**config.mk**
```make
export PLATFORM = sky130hd
export DESIGN_NAME = dts_timer
export DESIGN_NICKNAME = d
export VERILOG_FILES = /design/src/rtl/dts_pkg.sv /design/src/rtl/dts_timer.sv
export SDC_FILE = /design/constraint.sdc
export NUM_CORES = 1
export LEC_CHECK = 0
export BUFFER_PORTS_ARGS = -buffer_cell sky130_fd_sc_hd__buf_2
export CAP_MARGIN = 20
export CELL_PAD_IN_SITES_DETAIL_PLACEMENT = 0
export CELL_PAD_IN_SITES_GLOBAL_PLACEMENT = 2
export CORE_ASPECT_RATIO = 0.6
export CORE_MARGIN = 2
export CORE_UTILIZATION = 37
export DETAILED_ROUTE_END_ITERATION = 8
export PLACE_DENSITY_LB_ADDON = 0.1
export SYNTH_ARGS = -nofsm -noshare
export SYNTH_HDL_FRONTEND = slang
export SYNTH_SLANG_ARGS = --single-unit
export TNS_END_PERCENT = 20
```
**constraint.sdc**
```tcl
create_clock -name mclk -period 8.3 [get_ports mclk]
set_input_delay 0.83 -clock mclk [delete_from_list [all_inputs] [get_ports mclk]]
set_output_delay 0.83 -clock mclk [all_outputs]
set_load 0.01 [all_outputs]
```
**src/rtl/dts_pkg.sv**
```systemverilog
/*
 * Constants of the dual timer block: register indices, field positions,
 * reset values, mode codes and bus answers.
 * Assumes a 32-bit AXI4-Lite bus with 12 address bits; byte address is
 * four times the register index.
 */
// Notes on behaviour
// - Timer 0 mode 3 splits into two bytes.
// - Split low byte uses Timer 0 controls.
// - Split low byte counts clock or pin.
// - Split high byte is timer only.
// - Split high byte runs on Timer 1 run.
// - Split high byte overflow sets Timer 1 flag.
// - Timer 1 mode 3 stops Timer 1.
// - Under split, Timer 1 no pin, no flag.
// - Timer 1 overflow still gives rate tick.
// - Under split, mode field runs Timer 1.
// - Under split, mode 3 stops Timer 1.
// - Run needs run bit and gate pass.
// - Counter mode counts pin falling edges.
// - Mode 0 wraps at 13 bits, sets flag.
// - Mode 2 reloads low from high byte.
package dts_pkg;
	localparam int unsigned AW = 12;
	// Register indices; byte address is index times four.
	localparam logic [9:0] IDX_TCS  = 10'h088;
	localparam logic [9:0] IDX_TMC  = 10'h089;
	localparam logic [9:0] IDX_T0L  = 10'h08A;
	localparam logic [9:0] IDX_T0H  = 10'h08B;
	localparam logic [9:0] IDX_T1L  = 10'h08C;
	localparam logic [9:0] IDX_T1H  = 10'h08D;
	localparam logic [9:0] IDX_CLK  = 10'h08E;
	localparam logic [9:0] IDX_ISTS = 10'h090;
	localparam logic [9:0] IDX_IMSK = 10'h091;
	// Control/status fields.
	localparam int B_TF1 = 7;
	localparam int B_TR1 = 6;
	localparam int B_TF0 = 5;
	localparam int B_TR0 = 4;
	localparam int B_IE1 = 3;
	localparam int B_IT1 = 2;
	localparam int B_IE0 = 1;
	localparam int B_IT0 = 0;
	// Mode configuration fields.
	localparam int B_T1_GATE_ENABLE = 7;
	localparam int B_CT1   = 6;
	localparam int B_T0_GATE_ENABLE = 3;
	localparam int B_CT0   = 2;
	// Clock select fields: one selects the system clock, zero the prescaled tick.
	localparam int B_T0SYS = 0;
	localparam int B_T1SYS = 1;
	// Interrupt status fields.
	localparam int I_TF0  = 0;
	localparam int I_TF1  = 1;
	localparam int I_TICK = 2;
	localparam logic [1:0] MODE_13 = 2'h0;
	localparam logic [1:0] MODE_16 = 2'h1;
	localparam logic [1:0] MODE_8R = 2'h2;
	localparam logic [1:0] MODE_SP = 2'h3;
	localparam logic [7:0] RST_BYTE = 8'h00;
	localparam logic [1:0] RESP_OK  = 2'h0;
	localparam logic [1:0] RESP_ERR = 2'h2;
endpackage

```
**src/rtl/dts_timer.sv**
```systemverilog
/*
 * Two 8051-style counter/timers with split mode, behind an AXI4-Lite slave.
 * Assumes event and gate pins are asynchronous, presc_tick is a one-cycle
 * pulse from logic on mclk, and vector acknowledges are one-cycle pulses.
 */
// Register access over AXI4-Lite was decided locally.
`timescale 1ns/1ns
`default_nettype none
module dts_timer (
	input  wire logic                 mclk,
	input  wire logic                 rst,
	input  wire logic [dts_pkg::AW-1:0] s_axi_awaddr,
	input  wire logic                 s_axi_awvalid,
	output logic                      s_axi_awready,
	input  wire logic [31:0]          s_axi_wdata,
	input  wire logic [3:0]           s_axi_wstrb,
	input  wire logic                 s_axi_wvalid,
	output logic                      s_axi_wready,
	output logic [1:0]                s_axi_bresp,
	output logic                      s_axi_bvalid,
	input  wire logic                 s_axi_bready,
	input  wire logic [dts_pkg::AW-1:0] s_axi_araddr,
	input  wire logic                 s_axi_arvalid,
	output logic                      s_axi_arready,
	output logic [31:0]               s_axi_rdata,
	output logic [1:0]                s_axi_rresp,
	output logic                      s_axi_rvalid,
	input  wire logic                 s_axi_rready,
	input  wire logic                 t0_pin,
	input  wire logic                 t1_pin,
	input  wire logic                 ext_irq0_n,
	input  wire logic                 ext_irq1_n,
	input  wire logic                 presc_tick,
	input  wire logic                 t0_vec_ack,
	input  wire logic                 t1_vec_ack,
	input  wire logic                 ext0_vec_ack,
	input  wire logic                 ext1_vec_ack,
	output logic                      t0_overflow_flag,
	output logic                      t1_overflow_flag,
	output logic                      t1_rate_tick,
	output logic                      irq
);
	import dts_pkg::*;

	function automatic logic [16:0] dts_step(input logic [1:0] m, input logic [7:0] lo, input logic [7:0] hi);
		logic [13:0] c13;
		logic [16:0] c16;
		logic [8:0]  c8;
		c13 = {1'b0, hi, lo[4:0]} + 14'h0001;
		c16 = {1'b0, hi, lo} + 17'h00001;
		c8  = {1'b0, lo} + 9'h001;
		case (m)
			MODE_13: dts_step = {c13[13], c13[12:5], lo[7:5], c13[4:0]};
			MODE_16: dts_step = c16;
			MODE_8R: dts_step = c8[8] ? {1'b1, hi, hi} : {1'b0, hi, c8[7:0]};
			default: dts_step = {1'b0, hi, lo};
		endcase
	endfunction

	////////////////////////////////////////////////////////////////////////
	// Pin synchronisers: stage 1 feeds only stage 2.
	logic [3:0] pin_s1_r;
	logic [3:0] pin_s2_r;
	logic [3:0] pin_s3_r;
	logic [3:0] pin_fall;

	always_ff @(posedge mclk or posedge rst) begin
		if (rst) begin
			pin_s1_r <= 4'hF;
			pin_s2_r <= 4'hF;
			pin_s3_r <= 4'hF;
		end else begin
			pin_s1_r <= {ext_irq1_n, ext_irq0_n, t1_pin, t0_pin};
			pin_s2_r <= pin_s1_r;
			pin_s3_r <= pin_s2_r;
		end
	end
	assign pin_fall = pin_s3_r & ~pin_s2_r;

	////////////////////////////////////////////////////////////////////////
	// Bus slave state.
	logic            aw_have_r, aw_have_nxt, w_have_r, w_have_nxt;
	logic [9:0]      aw_idx_r, aw_idx_nxt;
	logic [7:0]      w_byte_r, w_byte_nxt;
	logic            w_lane_r, w_lane_nxt;
	logic            awready_r, awready_nxt, wready_r, wready_nxt;
	logic            bvalid_r, bvalid_nxt, arready_r, arready_nxt, rvalid_r, rvalid_nxt;
	logic [1:0]      bresp_r, bresp_nxt, rresp_r, rresp_nxt;
	logic [31:0]     rdata_r, rdata_nxt;
	logic            wr_go;
	logic [9:0]      ar_idx;

	// Timer state.
	logic [7:0] tcs_r, tcs_nxt, tmc_r, tmc_nxt, clk_r, clk_nxt;
	logic [7:0] t0l_r, t0l_nxt, t0h_r, t0h_nxt, t1l_r, t1l_nxt, t1h_r, t1h_nxt;
	logic [2:0] ists_r, ists_nxt, imsk_r, imsk_nxt;
	logic       irq_r, irq_nxt, tick_r, tick_nxt;

	function automatic logic wr_hit(input logic go, input logic lane, input logic [9:0] a, input logic [9:0] r);
		wr_hit = go && lane && (a == r);
	endfunction

	always_comb begin
		aw_have_nxt = aw_have_r;
		w_have_nxt  = w_have_r;
		aw_idx_nxt  = aw_idx_r;
		w_byte_nxt  = w_byte_r;
		w_lane_nxt  = w_lane_r;
		bvalid_nxt  = bvalid_r;
		bresp_nxt   = bresp_r;
		arready_nxt = arready_r;
		rvalid_nxt  = rvalid_r;
		rresp_nxt   = rresp_r;
		rdata_nxt   = rdata_r;
		ar_idx      = s_axi_araddr[AW-1:2];
		if (s_axi_awvalid && awready_r) begin
			aw_have_nxt = 1'b1;
			aw_idx_nxt  = s_axi_awaddr[AW-1:2];
		end
		if (s_axi_wvalid && wready_r) begin
			w_have_nxt = 1'b1;
			w_byte_nxt = s_axi_wdata[7:0];
			w_lane_nxt = s_axi_wstrb[0];
		end
		wr_go = aw_have_r && w_have_r && !bvalid_r;
		if (wr_go) begin
			aw_have_nxt = 1'b0;
			w_have_nxt  = 1'b0;
			bvalid_nxt  = 1'b1;
			bresp_nxt   = RESP_OK;
			case (aw_idx_r)
				IDX_TCS, IDX_TMC, IDX_T0L, IDX_T0H, IDX_T1L, IDX_T1H, IDX_CLK, IDX_ISTS, IDX_IMSK: bresp_nxt = RESP_OK;
				default: bresp_nxt = RESP_ERR;
			endcase
		end
		if (bvalid_r && s_axi_bready) begin
			bvalid_nxt = 1'b0;
		end
		awready_nxt = !aw_have_nxt && !bvalid_nxt;
		wready_nxt  = !w_have_nxt && !bvalid_nxt;
		if (s_axi_arvalid && arready_r) begin
			arready_nxt = 1'b0;
			rvalid_nxt  = 1'b1;
			rresp_nxt   = RESP_OK;
			rdata_nxt   = 32'h00000000;
			case (ar_idx)
				IDX_TCS:  rdata_nxt[7:0] = tcs_r;
				IDX_TMC:  rdata_nxt[7:0] = tmc_r;
				IDX_T0L:  rdata_nxt[7:0] = t0l_r;
				IDX_T0H:  rdata_nxt[7:0] = t0h_r;
				IDX_T1L:  rdata_nxt[7:0] = t1l_r;
				IDX_T1H:  rdata_nxt[7:0] = t1h_r;
				IDX_CLK:  rdata_nxt[1:0] = clk_r[1:0];
				IDX_ISTS: rdata_nxt[2:0] = ists_r;
				IDX_IMSK: rdata_nxt[2:0] = imsk_r;
				default:  rresp_nxt = RESP_ERR;
			endcase
		end else if (rvalid_r && s_axi_rready) begin
			rvalid_nxt  = 1'b0;
			arready_nxt = 1'b1;
		end
		// An idle read side offers its address slot again, also on the first edge after reset.
		if (!rvalid_r && !(s_axi_arvalid && arready_r)) begin
			arready_nxt = 1'b1;
		end
	end

	////////////////////////////////////////////////////////////////////////
	// Timer datapath. A software byte write in the same cycle as a count
	// wins for that byte, so a freshly loaded value is never skipped.
	logic        split, t0_gate_enable_ok, t1_gate_enable_ok, run0, run0h, run1, en0, en0h, en1;
	logic        src0, src1, ovf0, ovf0h, ovf1;
	logic [16:0] st0, st1;
	logic [8:0]  c0l, c0h;

	always_comb begin
		tcs_nxt = tcs_r;
		tmc_nxt = tmc_r;
		clk_nxt = clk_r;
		t0l_nxt = t0l_r;
		t0h_nxt = t0h_r;
		t1l_nxt = t1l_r;
		t1h_nxt = t1h_r;
		imsk_nxt = imsk_r;
		ists_nxt = ists_r;
		split = (tmc_r[1:0] == MODE_SP);
		t0_gate_enable_ok = !tmc_r[B_T0_GATE_ENABLE] || pin_s2_r[2];
		t1_gate_enable_ok = !tmc_r[B_T1_GATE_ENABLE] || pin_s2_r[3];
		run0 = tcs_r[B_TR0] && t0_gate_enable_ok;
		run0h = split && tcs_r[B_TR1];
		run1 = (tmc_r[5:4] != MODE_SP) && (split || (tcs_r[B_TR1] && t1_gate_enable_ok));
		src0 = tmc_r[B_CT0] ? pin_fall[0] : (clk_r[B_T0SYS] || presc_tick);
		src1 = (tmc_r[B_CT1] && !split) ? pin_fall[1] : (clk_r[B_T1SYS] || presc_tick);
		en0  = run0 && src0;
		en0h = run0h && (clk_r[B_T0SYS] || presc_tick);
		en1  = run1 && src1;
		st0 = dts_step(tmc_r[1:0], t0l_r, t0h_r);
		st1 = dts_step(tmc_r[5:4], t1l_r, t1h_r);
		c0l = {1'b0, t0l_r} + 9'h001;
		c0h = {1'b0, t0h_r} + 9'h001;
		ovf0 = 1'b0;
		ovf0h = 1'b0;
		ovf1 = 1'b0;
		if (split) begin
			if (en0) begin
				t0l_nxt = c0l[7:0];
				ovf0 = c0l[8];
			end
			if (en0h) begin
				t0h_nxt = c0h[7:0];
				ovf0h = c0h[8];
			end
		end else if (en0) begin
			{ovf0, t0h_nxt, t0l_nxt} = st0;
		end
		if (en1) begin
			{ovf1, t1h_nxt, t1l_nxt} = st1;
		end
		if (wr_hit(wr_go, w_lane_r, aw_idx_r, IDX_TMC)) tmc_nxt = w_byte_r;
		if (wr_hit(wr_go, w_lane_r, aw_idx_r, IDX_CLK)) clk_nxt = {6'h00, w_byte_r[1:0]};
		if (wr_hit(wr_go, w_lane_r, aw_idx_r, IDX_T0L)) t0l_nxt = w_byte_r;
		if (wr_hit(wr_go, w_lane_r, aw_idx_r, IDX_T0H)) t0h_nxt = w_byte_r;
		if (wr_hit(wr_go, w_lane_r, aw_idx_r, IDX_T1L)) t1l_nxt = w_byte_r;
		if (wr_hit(wr_go, w_lane_r, aw_idx_r, IDX_T1H)) t1h_nxt = w_byte_r;
		if (wr_hit(wr_go, w_lane_r, aw_idx_r, IDX_IMSK)) imsk_nxt = w_byte_r[2:0];
		if (wr_hit(wr_go, w_lane_r, aw_idx_r, IDX_TCS)) tcs_nxt = w_byte_r;
		if (wr_hit(wr_go, w_lane_r, aw_idx_r, IDX_ISTS)) ists_nxt = ists_r & ~w_byte_r[2:0];
		if (t0_vec_ack) tcs_nxt[B_TF0] = 1'b0;
		if (t1_vec_ack) tcs_nxt[B_TF1] = 1'b0;
		if (ext0_vec_ack) tcs_nxt[B_IE0] = 1'b0;
		if (ext1_vec_ack) tcs_nxt[B_IE1] = 1'b0;
		// Hardware sets come last so an event in a clearing cycle survives.
		if (ovf0) tcs_nxt[B_TF0] = 1'b1;
		if (split ? ovf0h : ovf1) tcs_nxt[B_TF1] = 1'b1;
		if (tcs_r[B_IT0] ? pin_fall[2] : !pin_s2_r[2]) tcs_nxt[B_IE0] = 1'b1;
		if (tcs_r[B_IT1] ? pin_fall[3] : !pin_s2_r[3]) tcs_nxt[B_IE1] = 1'b1;
		// Level mode flags track the pin rather than latch.
		if (!tcs_r[B_IT0] && pin_s2_r[2]) tcs_nxt[B_IE0] = 1'b0;
		if (!tcs_r[B_IT1] && pin_s2_r[3]) tcs_nxt[B_IE1] = 1'b0;
		if (ovf0) ists_nxt[I_TF0] = 1'b1;
		if (split ? ovf0h : ovf1) ists_nxt[I_TF1] = 1'b1;
		tick_nxt = ovf1;
		if (ovf1) ists_nxt[I_TICK] = 1'b1;
		irq_nxt = |(ists_nxt & imsk_nxt);
	end

	always_ff @(posedge mclk or posedge rst) begin
		if (rst) begin
			aw_have_r <= 1'b0;
			w_have_r  <= 1'b0;
			aw_idx_r  <= 10'h000;
			w_byte_r  <= RST_BYTE;
			w_lane_r  <= 1'b0;
			awready_r <= 1'b0;
			wready_r  <= 1'b0;
			bvalid_r  <= 1'b0;
			bresp_r   <= RESP_OK;
			arready_r <= 1'b0;
			rvalid_r  <= 1'b0;
			rresp_r   <= RESP_OK;
			rdata_r   <= 32'h00000000;
			tcs_r     <= RST_BYTE;
			tmc_r     <= RST_BYTE;
			clk_r     <= RST_BYTE;
			t0l_r     <= RST_BYTE;
			t0h_r     <= RST_BYTE;
			t1l_r     <= RST_BYTE;
			t1h_r     <= RST_BYTE;
			ists_r    <= 3'h0;
			imsk_r    <= 3'h0;
			irq_r     <= 1'b0;
			tick_r    <= 1'b0;
		end else begin
			aw_have_r <= aw_have_nxt;
			w_have_r  <= w_have_nxt;
			aw_idx_r  <= aw_idx_nxt;
			w_byte_r  <= w_byte_nxt;
			w_lane_r  <= w_lane_nxt;
			awready_r <= awready_nxt;
			wready_r  <= wready_nxt;
			bvalid_r  <= bvalid_nxt;
			bresp_r   <= bresp_nxt;
			arready_r <= arready_nxt;
			rvalid_r  <= rvalid_nxt;
			rresp_r   <= rresp_nxt;
			rdata_r   <= rdata_nxt;
			tcs_r     <= tcs_nxt;
			tmc_r     <= tmc_nxt;
			clk_r     <= clk_nxt;
			t0l_r     <= t0l_nxt;
			t0h_r     <= t0h_nxt;
			t1l_r     <= t1l_nxt;
			t1h_r     <= t1h_nxt;
			ists_r    <= ists_nxt;
			imsk_r    <= imsk_nxt;
			irq_r     <= irq_nxt;
			tick_r    <= tick_nxt;
		end
	end

	assign s_axi_awready    = awready_r;
	assign s_axi_wready     = wready_r;
	assign s_axi_bvalid     = bvalid_r;
	assign s_axi_bresp      = bresp_r;
	assign s_axi_arready    = arready_r;
	assign s_axi_rvalid     = rvalid_r;
	assign s_axi_rresp      = rresp_r;
	assign s_axi_rdata      = rdata_r;
	assign t0_overflow_flag = tcs_r[B_TF0];
	assign t1_overflow_flag = tcs_r[B_TF1];
	assign t1_rate_tick     = tick_r;
	assign irq              = irq_r;
endmodule
`default_nettype wire

```
* Yosys cells after proc, flatten, opt, wreduce, memory -nomap -nowiden
Cells that the tools add are included.
** Operators by class
- Add/subtract/negate cells :: 7
- Eq/ne operators :: 29
- Mux-type cells :: 58
- Bitwise gates (word level) :: 5
- Reduce and logical (&&, ||, !) cells :: 75
** Operators with widths (count)
- $eq 10x8->1 const B :: 18
- $mux 8 :: 13
- $pmux 17 s3 :: 2
- $add 16x1->17 const B :: 2
- $mux 1 :: 34
- $mux 17 :: 2
- $logic_and 1x1->1 :: 30
- $pmux 5 s6 :: 1
- $add 13x1->14 const B :: 2
- $add 8x1->9 const B :: 3
- $reduce_bool 4->1 :: 5
- $pmux 2 s9 :: 1
- $reduce_bool 3->1 :: 6
- $reduce_or 9->1 :: 2
- $logic_not 1->1 :: 13
- $reduce_and 3->1 :: 3
- $pmux 1 s8 :: 1
- $reduce_bool 2->1 :: 4
- $and 3x3->3 :: 2
- $eq 2x2->1 const B :: 3
- $mux 3 :: 2
- $ne 2x2->1 const B :: 3
- $ne 3x3->1 const B :: 2
- $logic_or 1x1->1 :: 5
- other kinds (11) :: 15
** Word-level totals
- Register bits :: 108
- Output and inout bits :: 45
- Logic and storage cells :: 207

* Depth between registers and ports, before layout
- Word-level depth :: 11
- Gate-level depth with buffers :: 10

* Least setup slack after synthesis
Ideal clock, no wire load.
- Path type :: in2reg
- Start :: in s_axi_araddr[7] in the netlist's numbering
- End :: reg rdata_r[7] (netlist: s_axi_rdata[7])
- Setup time :: 82 ps
- Data arrival time :: 2215 ps
- Data required time :: 8218 ps
- Path slack :: 6004 ps
- Stages on the path :: 6
- Path buffers :: 1
- Cells stage by stage :: or4_1 buf_2 nor3_4 nor3b_2 nand2_1 a31oi_1
** Between the ends
- Longest elaborated chain between the ends :: 2
- Elaborated cells on any way between the ends :: 7
- Classes of those cells :: eq/ne: 6; mux: 1
** RTL lines
- start: declaration :: line dts_timer.sv:22 : input wire logic [dts_pkg::AW-1:0] s_axi_araddr,
- $eq 10x8->1 :: line dts_timer.sv:146 : case (ar_idx)
- $pmux 5 s6 * :: line dts_timer.sv:146
- end signal: assignment :: line dts_timer.sv:286 : rdata_r <= rdata_nxt;
- end: declaration :: line dts_timer.sv:89 : logic [31:0] rdata_r, rdata_nxt;
Mark *: on every way between the ends. The rest lies on a longest branch, timed or not.
A chain may end at the register's enable or synchronous reset.

* Worst setup path in the final report
- Start :: reg t1l_r[1]
- End :: reg irq_r (netlist: irq)
** Between the ends
- Longest elaborated chain between the ends :: 8
- Elaborated cells on any way between the ends :: 11
- Classes of those cells :: add/sub: 3; mux: 6; bitwise: 1; reduce/logical: 1
** RTL lines
- start: declaration :: line dts_timer.sv:95 : logic [7:0] t0l_r, t0l_nxt, t0h_r, t0h_nxt, t1l_r, t1l_nxt, t1h_r, t1h_nxt;
- start signal: assignment :: line dts_timer.sv:292 : t1l_r <= t1l_nxt;
- $add 8x1->9 :: line dts_timer.sv:51 : c8 = {1'b0, lo} + 9'h001;
- $mux 17 :: line dts_timer.sv:55 : MODE_8R: dts_step = c8[8] ? {1'b1, hi, hi} : {1'b0, hi, c8[7:0]};
- $pmux 17 s3 * :: line dts_timer.sv:52 : case (m)
- $mux 1 * :: line dts_timer.sv:216 : if (en1) begin
- net ovf1 :: line dts_timer.sv:172 : logic src0, src1, ovf0, ovf0h, ovf1;
- $mux 1 (2 in a row) :: line dts_timer.sv:241 : if (split ? ovf0h : ovf1) ists_nxt[I_TF1] = 1'b1;
- $and 3x3->3 * :: line dts_timer.sv:244 : irq_nxt = |(ists_nxt & imsk_nxt);
- $reduce_or 3->1 * :: line dts_timer.sv:244
- net irq_nxt :: line dts_timer.sv:97 : logic irq_r, irq_nxt, tick_r, tick_nxt;
- end signal: assignment :: line dts_timer.sv:296 : irq_r <= irq_nxt;
- end: declaration :: line dts_timer.sv:97
The timed path passes the listed nets; every way through them passes the cells marked *. The select of a mux whose other input is x is not followed.

==> results.json <==
{
  "synth-seq-cells": 106,
  "worstPathCellList": "ha_1 -> nand4_1 -> nor2_1 -> nand2_1 -> a211oi_2 -> a221oi_1 -> o221ai_1",
  "cts_setup_buffers": 0,
  "diodes": 0,
  "hold_start": "pin_s1_r[1]$_DFF_PP1_",
  "die_area_um2": 18880,
  "period_share": 0.3375,
  "slew_headroom": 0.2908,
  "synth_edf_count": 0,
  "cts_resized": 0,
  "place_inst": 963,
  "syn_inst": 701,
  "path_buf_inv": 0,
  "critPathKind": "reg2reg",
  "cellPowerDensity_nw_per_um2": 216.8,
  "cts_tree": "built",
  "syn_avg_cell_area_um2": 9.376,
  "layout_common_cells": "94 x dfrtp_1, 78 x nand2_1, 63 x buf_2",
  "yosysSeqAreaShare": 0.4059,
  "max_freq_mhz": 356.9,
  "grt_pass1_vias": 5111,
  "place_congestion": 0.9166,
  "peakVddDrop_mv": 0.1652,
  "hold-path-cell-count": 0,
  "gr-usage-all-layers": 0.2266,
  "layout-drive-gt1-share": 0.2064,
  "drt-pass1-iter-count": 6,
  "port_buffers": 63,
  "min_to": "pin_s2_r[1]$_DFF_PP1_",
  "setup_violations": 0,
  "reg2regPathDepth": 7,
  "cts-root-buf": "clkbuf_16",
  "place_ws_ns": 5.577,
  "dieHeight_um": 107.2,
  "cts-buffers-inserted": 9,
  "die_w_um": 176.1,
  "first_iter_violations": 599,
  "reg2reg_slack_ns": 5.50,
  "cts-htree-levels": 3,
  "finClkSkew_ns": 0.009855,
  "worst_pin_slew_ns": 1.058,
  "crit_path_max_fanout": 6,
  "syn_to_final_growth_pct": 10.34,
  "vias_per_cell": 5.681,
  "std_cell_rows": 37,
  "fin_ws_ns": 5.498,
  "grt_pass1_wl_um": 31630,
  "insertion_delay_ns": 0.36,
  "ios": 121,
  "initial_core_util": 0.3806,
  "slowest_delay_ns": 0.54,
  "cap_violations": 0,
  "grt_max_degree": 55,
  "fin_cells": 980,
  "hpwl_um": 15400,
  "syn-cell-area_um2": 6573,
  "r2r-start": "t1l_r[1]$_DFFE_PP0P_",
  "vias": 5567,
  "yosys_warnings": 0,
  "post-route-min-period_ns": 2.802,
  "antenna_found_initial": 0,
  "startpoint_type": "register",
  "num-fill-cells": 1732,
  "overflow": 0,
  "required_ns": 8.56,
  "cp_slowest_cell": "a211oi_2",
  "rsz0062_at_grt": "false",
  "rr_endpoint": "irq$_DFF_PP0_",
  "worst_ep_arrival_time_ns": 3.06,
  "report.final.slew_viol_count": 0,
  "outcome": "complete, no violations",
  "final.setup.tns_ns": 0,
  "hold_buffers": 0,
  "clockBufferDepth": 2,
  "core_um2": 17270,
  "synth_cell_types": 82,
  "cts.clk_slew.worst_paths_ns": 0.08,
  "cts.sinks": 106,
  "drc": 0,
  "crit_family": "compound AO/OA/AOI/OAI gates",
  "async_reset_ff_frac": 1.000,
  "ant_nets": 0,
  "wl_um": 20660,
  "wl_per_cell_um": 21.08,
  "synth_ff_type": "dfrtp_1",
  "layout.nets": 830,
  "cellLeakagePower_nw": 3.047,
  "hold_viol": 0,
  "final_common_cell": "dfrtp_1",
  "endpoint_kind": "register",
  "hold_class": "reg2reg"
}
[area by class of cell]
class,instances,area (µm²),share of cell area
Clock buffer,10,250.2,0.03451
Tap cell,234,292.8,0.04037
Inverter,25,96.34,0.01329
Multi-Input combinational cell,532,3540,0.4881
Sequential cell,106,2668,0.3678
Clock inverter,6,60.06,0.008282
Timing Repair Buffer,67,345.3,0.04762
[worst register-to-register path, stage by stage, from the launching register on]
cell and delay (ns):
dfrtp_1 0.44, ha_1 0.29, nand4_1 0.37, nor2_1 0.48, nand2_1 0.12, a211oi_2 0.54, a221oi_1 0.23, o221ai_1 0.24
[synth_stat cells, types with 5 or more instances]
cell type | number | share of area
nor2_1 | 38 | 0.022
xor2_1 | 8 | 0.011
o21ai_1 | 26 | 0.020
a22oi_1 | 10 | 0.011
or2_1 | 6 | 0.0057
o21ai_0 | 46 | 0.035
xnor2_1 | 7 | 0.0093
inv_1 | 23 | 0.013
o22ai_1 | 5 | 0.0048
mux2_1 | 9 | 0.015
a21o_1 | 5 | 0.0057
dfstp_2 | 12 | 0.048
clkbuf_1 | 17 | 0.0097
buf_2 | 16 | 0.012
nand3_1 | 17 | 0.013
nor3_1 | 16 | 0.012
dfrtp_1 | 94 | 0.36
o31ai_1 | 7 | 0.0080
o211ai_1 | 12 | 0.014
a22o_1 | 9 | 0.012
a21oi_1 | 33 | 0.025
nand2_1 | 78 | 0.045
a221oi_1 | 9 | 0.012
a211oi_1 | 5 | 0.0057
nand2b_1 | 7 | 0.0067
mux2_2 | 29 | 0.050
mux2i_1 | 13 | 0.020
buf_4 | 27 | 0.031
ha_1 | 13 | 0.025
nor3b_1 | 6 | 0.0069
a31oi_1 | 7 | 0.0067
[report_power, final]
group | switching, mW | total, mW | leakage (nW) | internal, mW
Clock | 0.219 | 0.451 | 0.155 | 0.232
Combinational | 0.186 | 0.346 | 1.62 | 0.160
Sequential | 0.171 | 0.775 | 1.27 | 0.604
[how the worst max path moves through the flow]
| stage | start | endpoint | cells after the start |
|---|---|---|---|
| after detailed placement | s_axi_araddr[4] | s_axi_rdata[2]$_DFFE_PP0P_ | 6 |
| after global placement | tmc_r[4]$_DFFE_PP0P_ | irq$_DFF_PP0_ | 8 |
| after CTS | t1l_r[0]$_DFFE_PP0P_ | irq$_DFF_PP0_ | 7 |
| final | t1l_r[1]$_DFFE_PP0P_ | irq$_DFF_PP0_ | 7 |
| after global routing | t1l_r[0]$_DFFE_PP0P_ | irq$_DFF_PP0_ | 7 |
| after floorplan | rst | aw_have_r$_DFF_PP0_ | 1 |
[layer usage]
metal	share of wire	GRT usage	up-vias
met5	0	0	-
met4	0.0099	0.04309	0
met3	0.080	0.05780	16
met2	0.39	0.2955	221
met1	0.52	0.3659	2727
li1	-	-	2603
[logic make-up after synthesis]
| kind of cell | count (synthesis) | share of synthesized area |
|---|---|---|
| other | 1 | 0.0005706 |
| AOI/OAI and AO/OA | 209 | 0.2119 |
| muxes | 53 | 0.09176 |
| xor gates and xnor gates | 15 | 0.01999 |
| buffers and inverters | 88 | 0.06986 |
| and+or+nand+nor | 216 | 0.1753 |
| adders and majority gates | 13 | 0.02475 |
| DFF | 106 | 0.4059 |
[flip-flops by register name (all words and copies together) (netlist names), 2 cells and up]
register	flops
t0l_r	8
pin_s1_r	4
ists_r	3
aw_idx_r	10
tcs_r	8
tmc_r	8
w_byte_r	8
clk_r	2
pin_s2_r	4
t1l_r	8
t0h_r	8
t1h_r	8
imsk_r	3
pin_s3_r	4
s_axi_rdata	8
[metrics by stage]
step	power (mW)	cell area [µm²]	hold WS, ns	util
finish	1.572	7252	0.3581	0.4200
floorplan	0.9777	6666	0.3452	-
CTS	1.583	7244	0.3603	0.4195
global placement	1.114	6934	0.3460	0.4016
global route	1.658	7252	0.3626	0.4200
detailed placement	1.124	6934	0.3479	0.4016
Note: power is estimated with default switching activity, not from simulation.
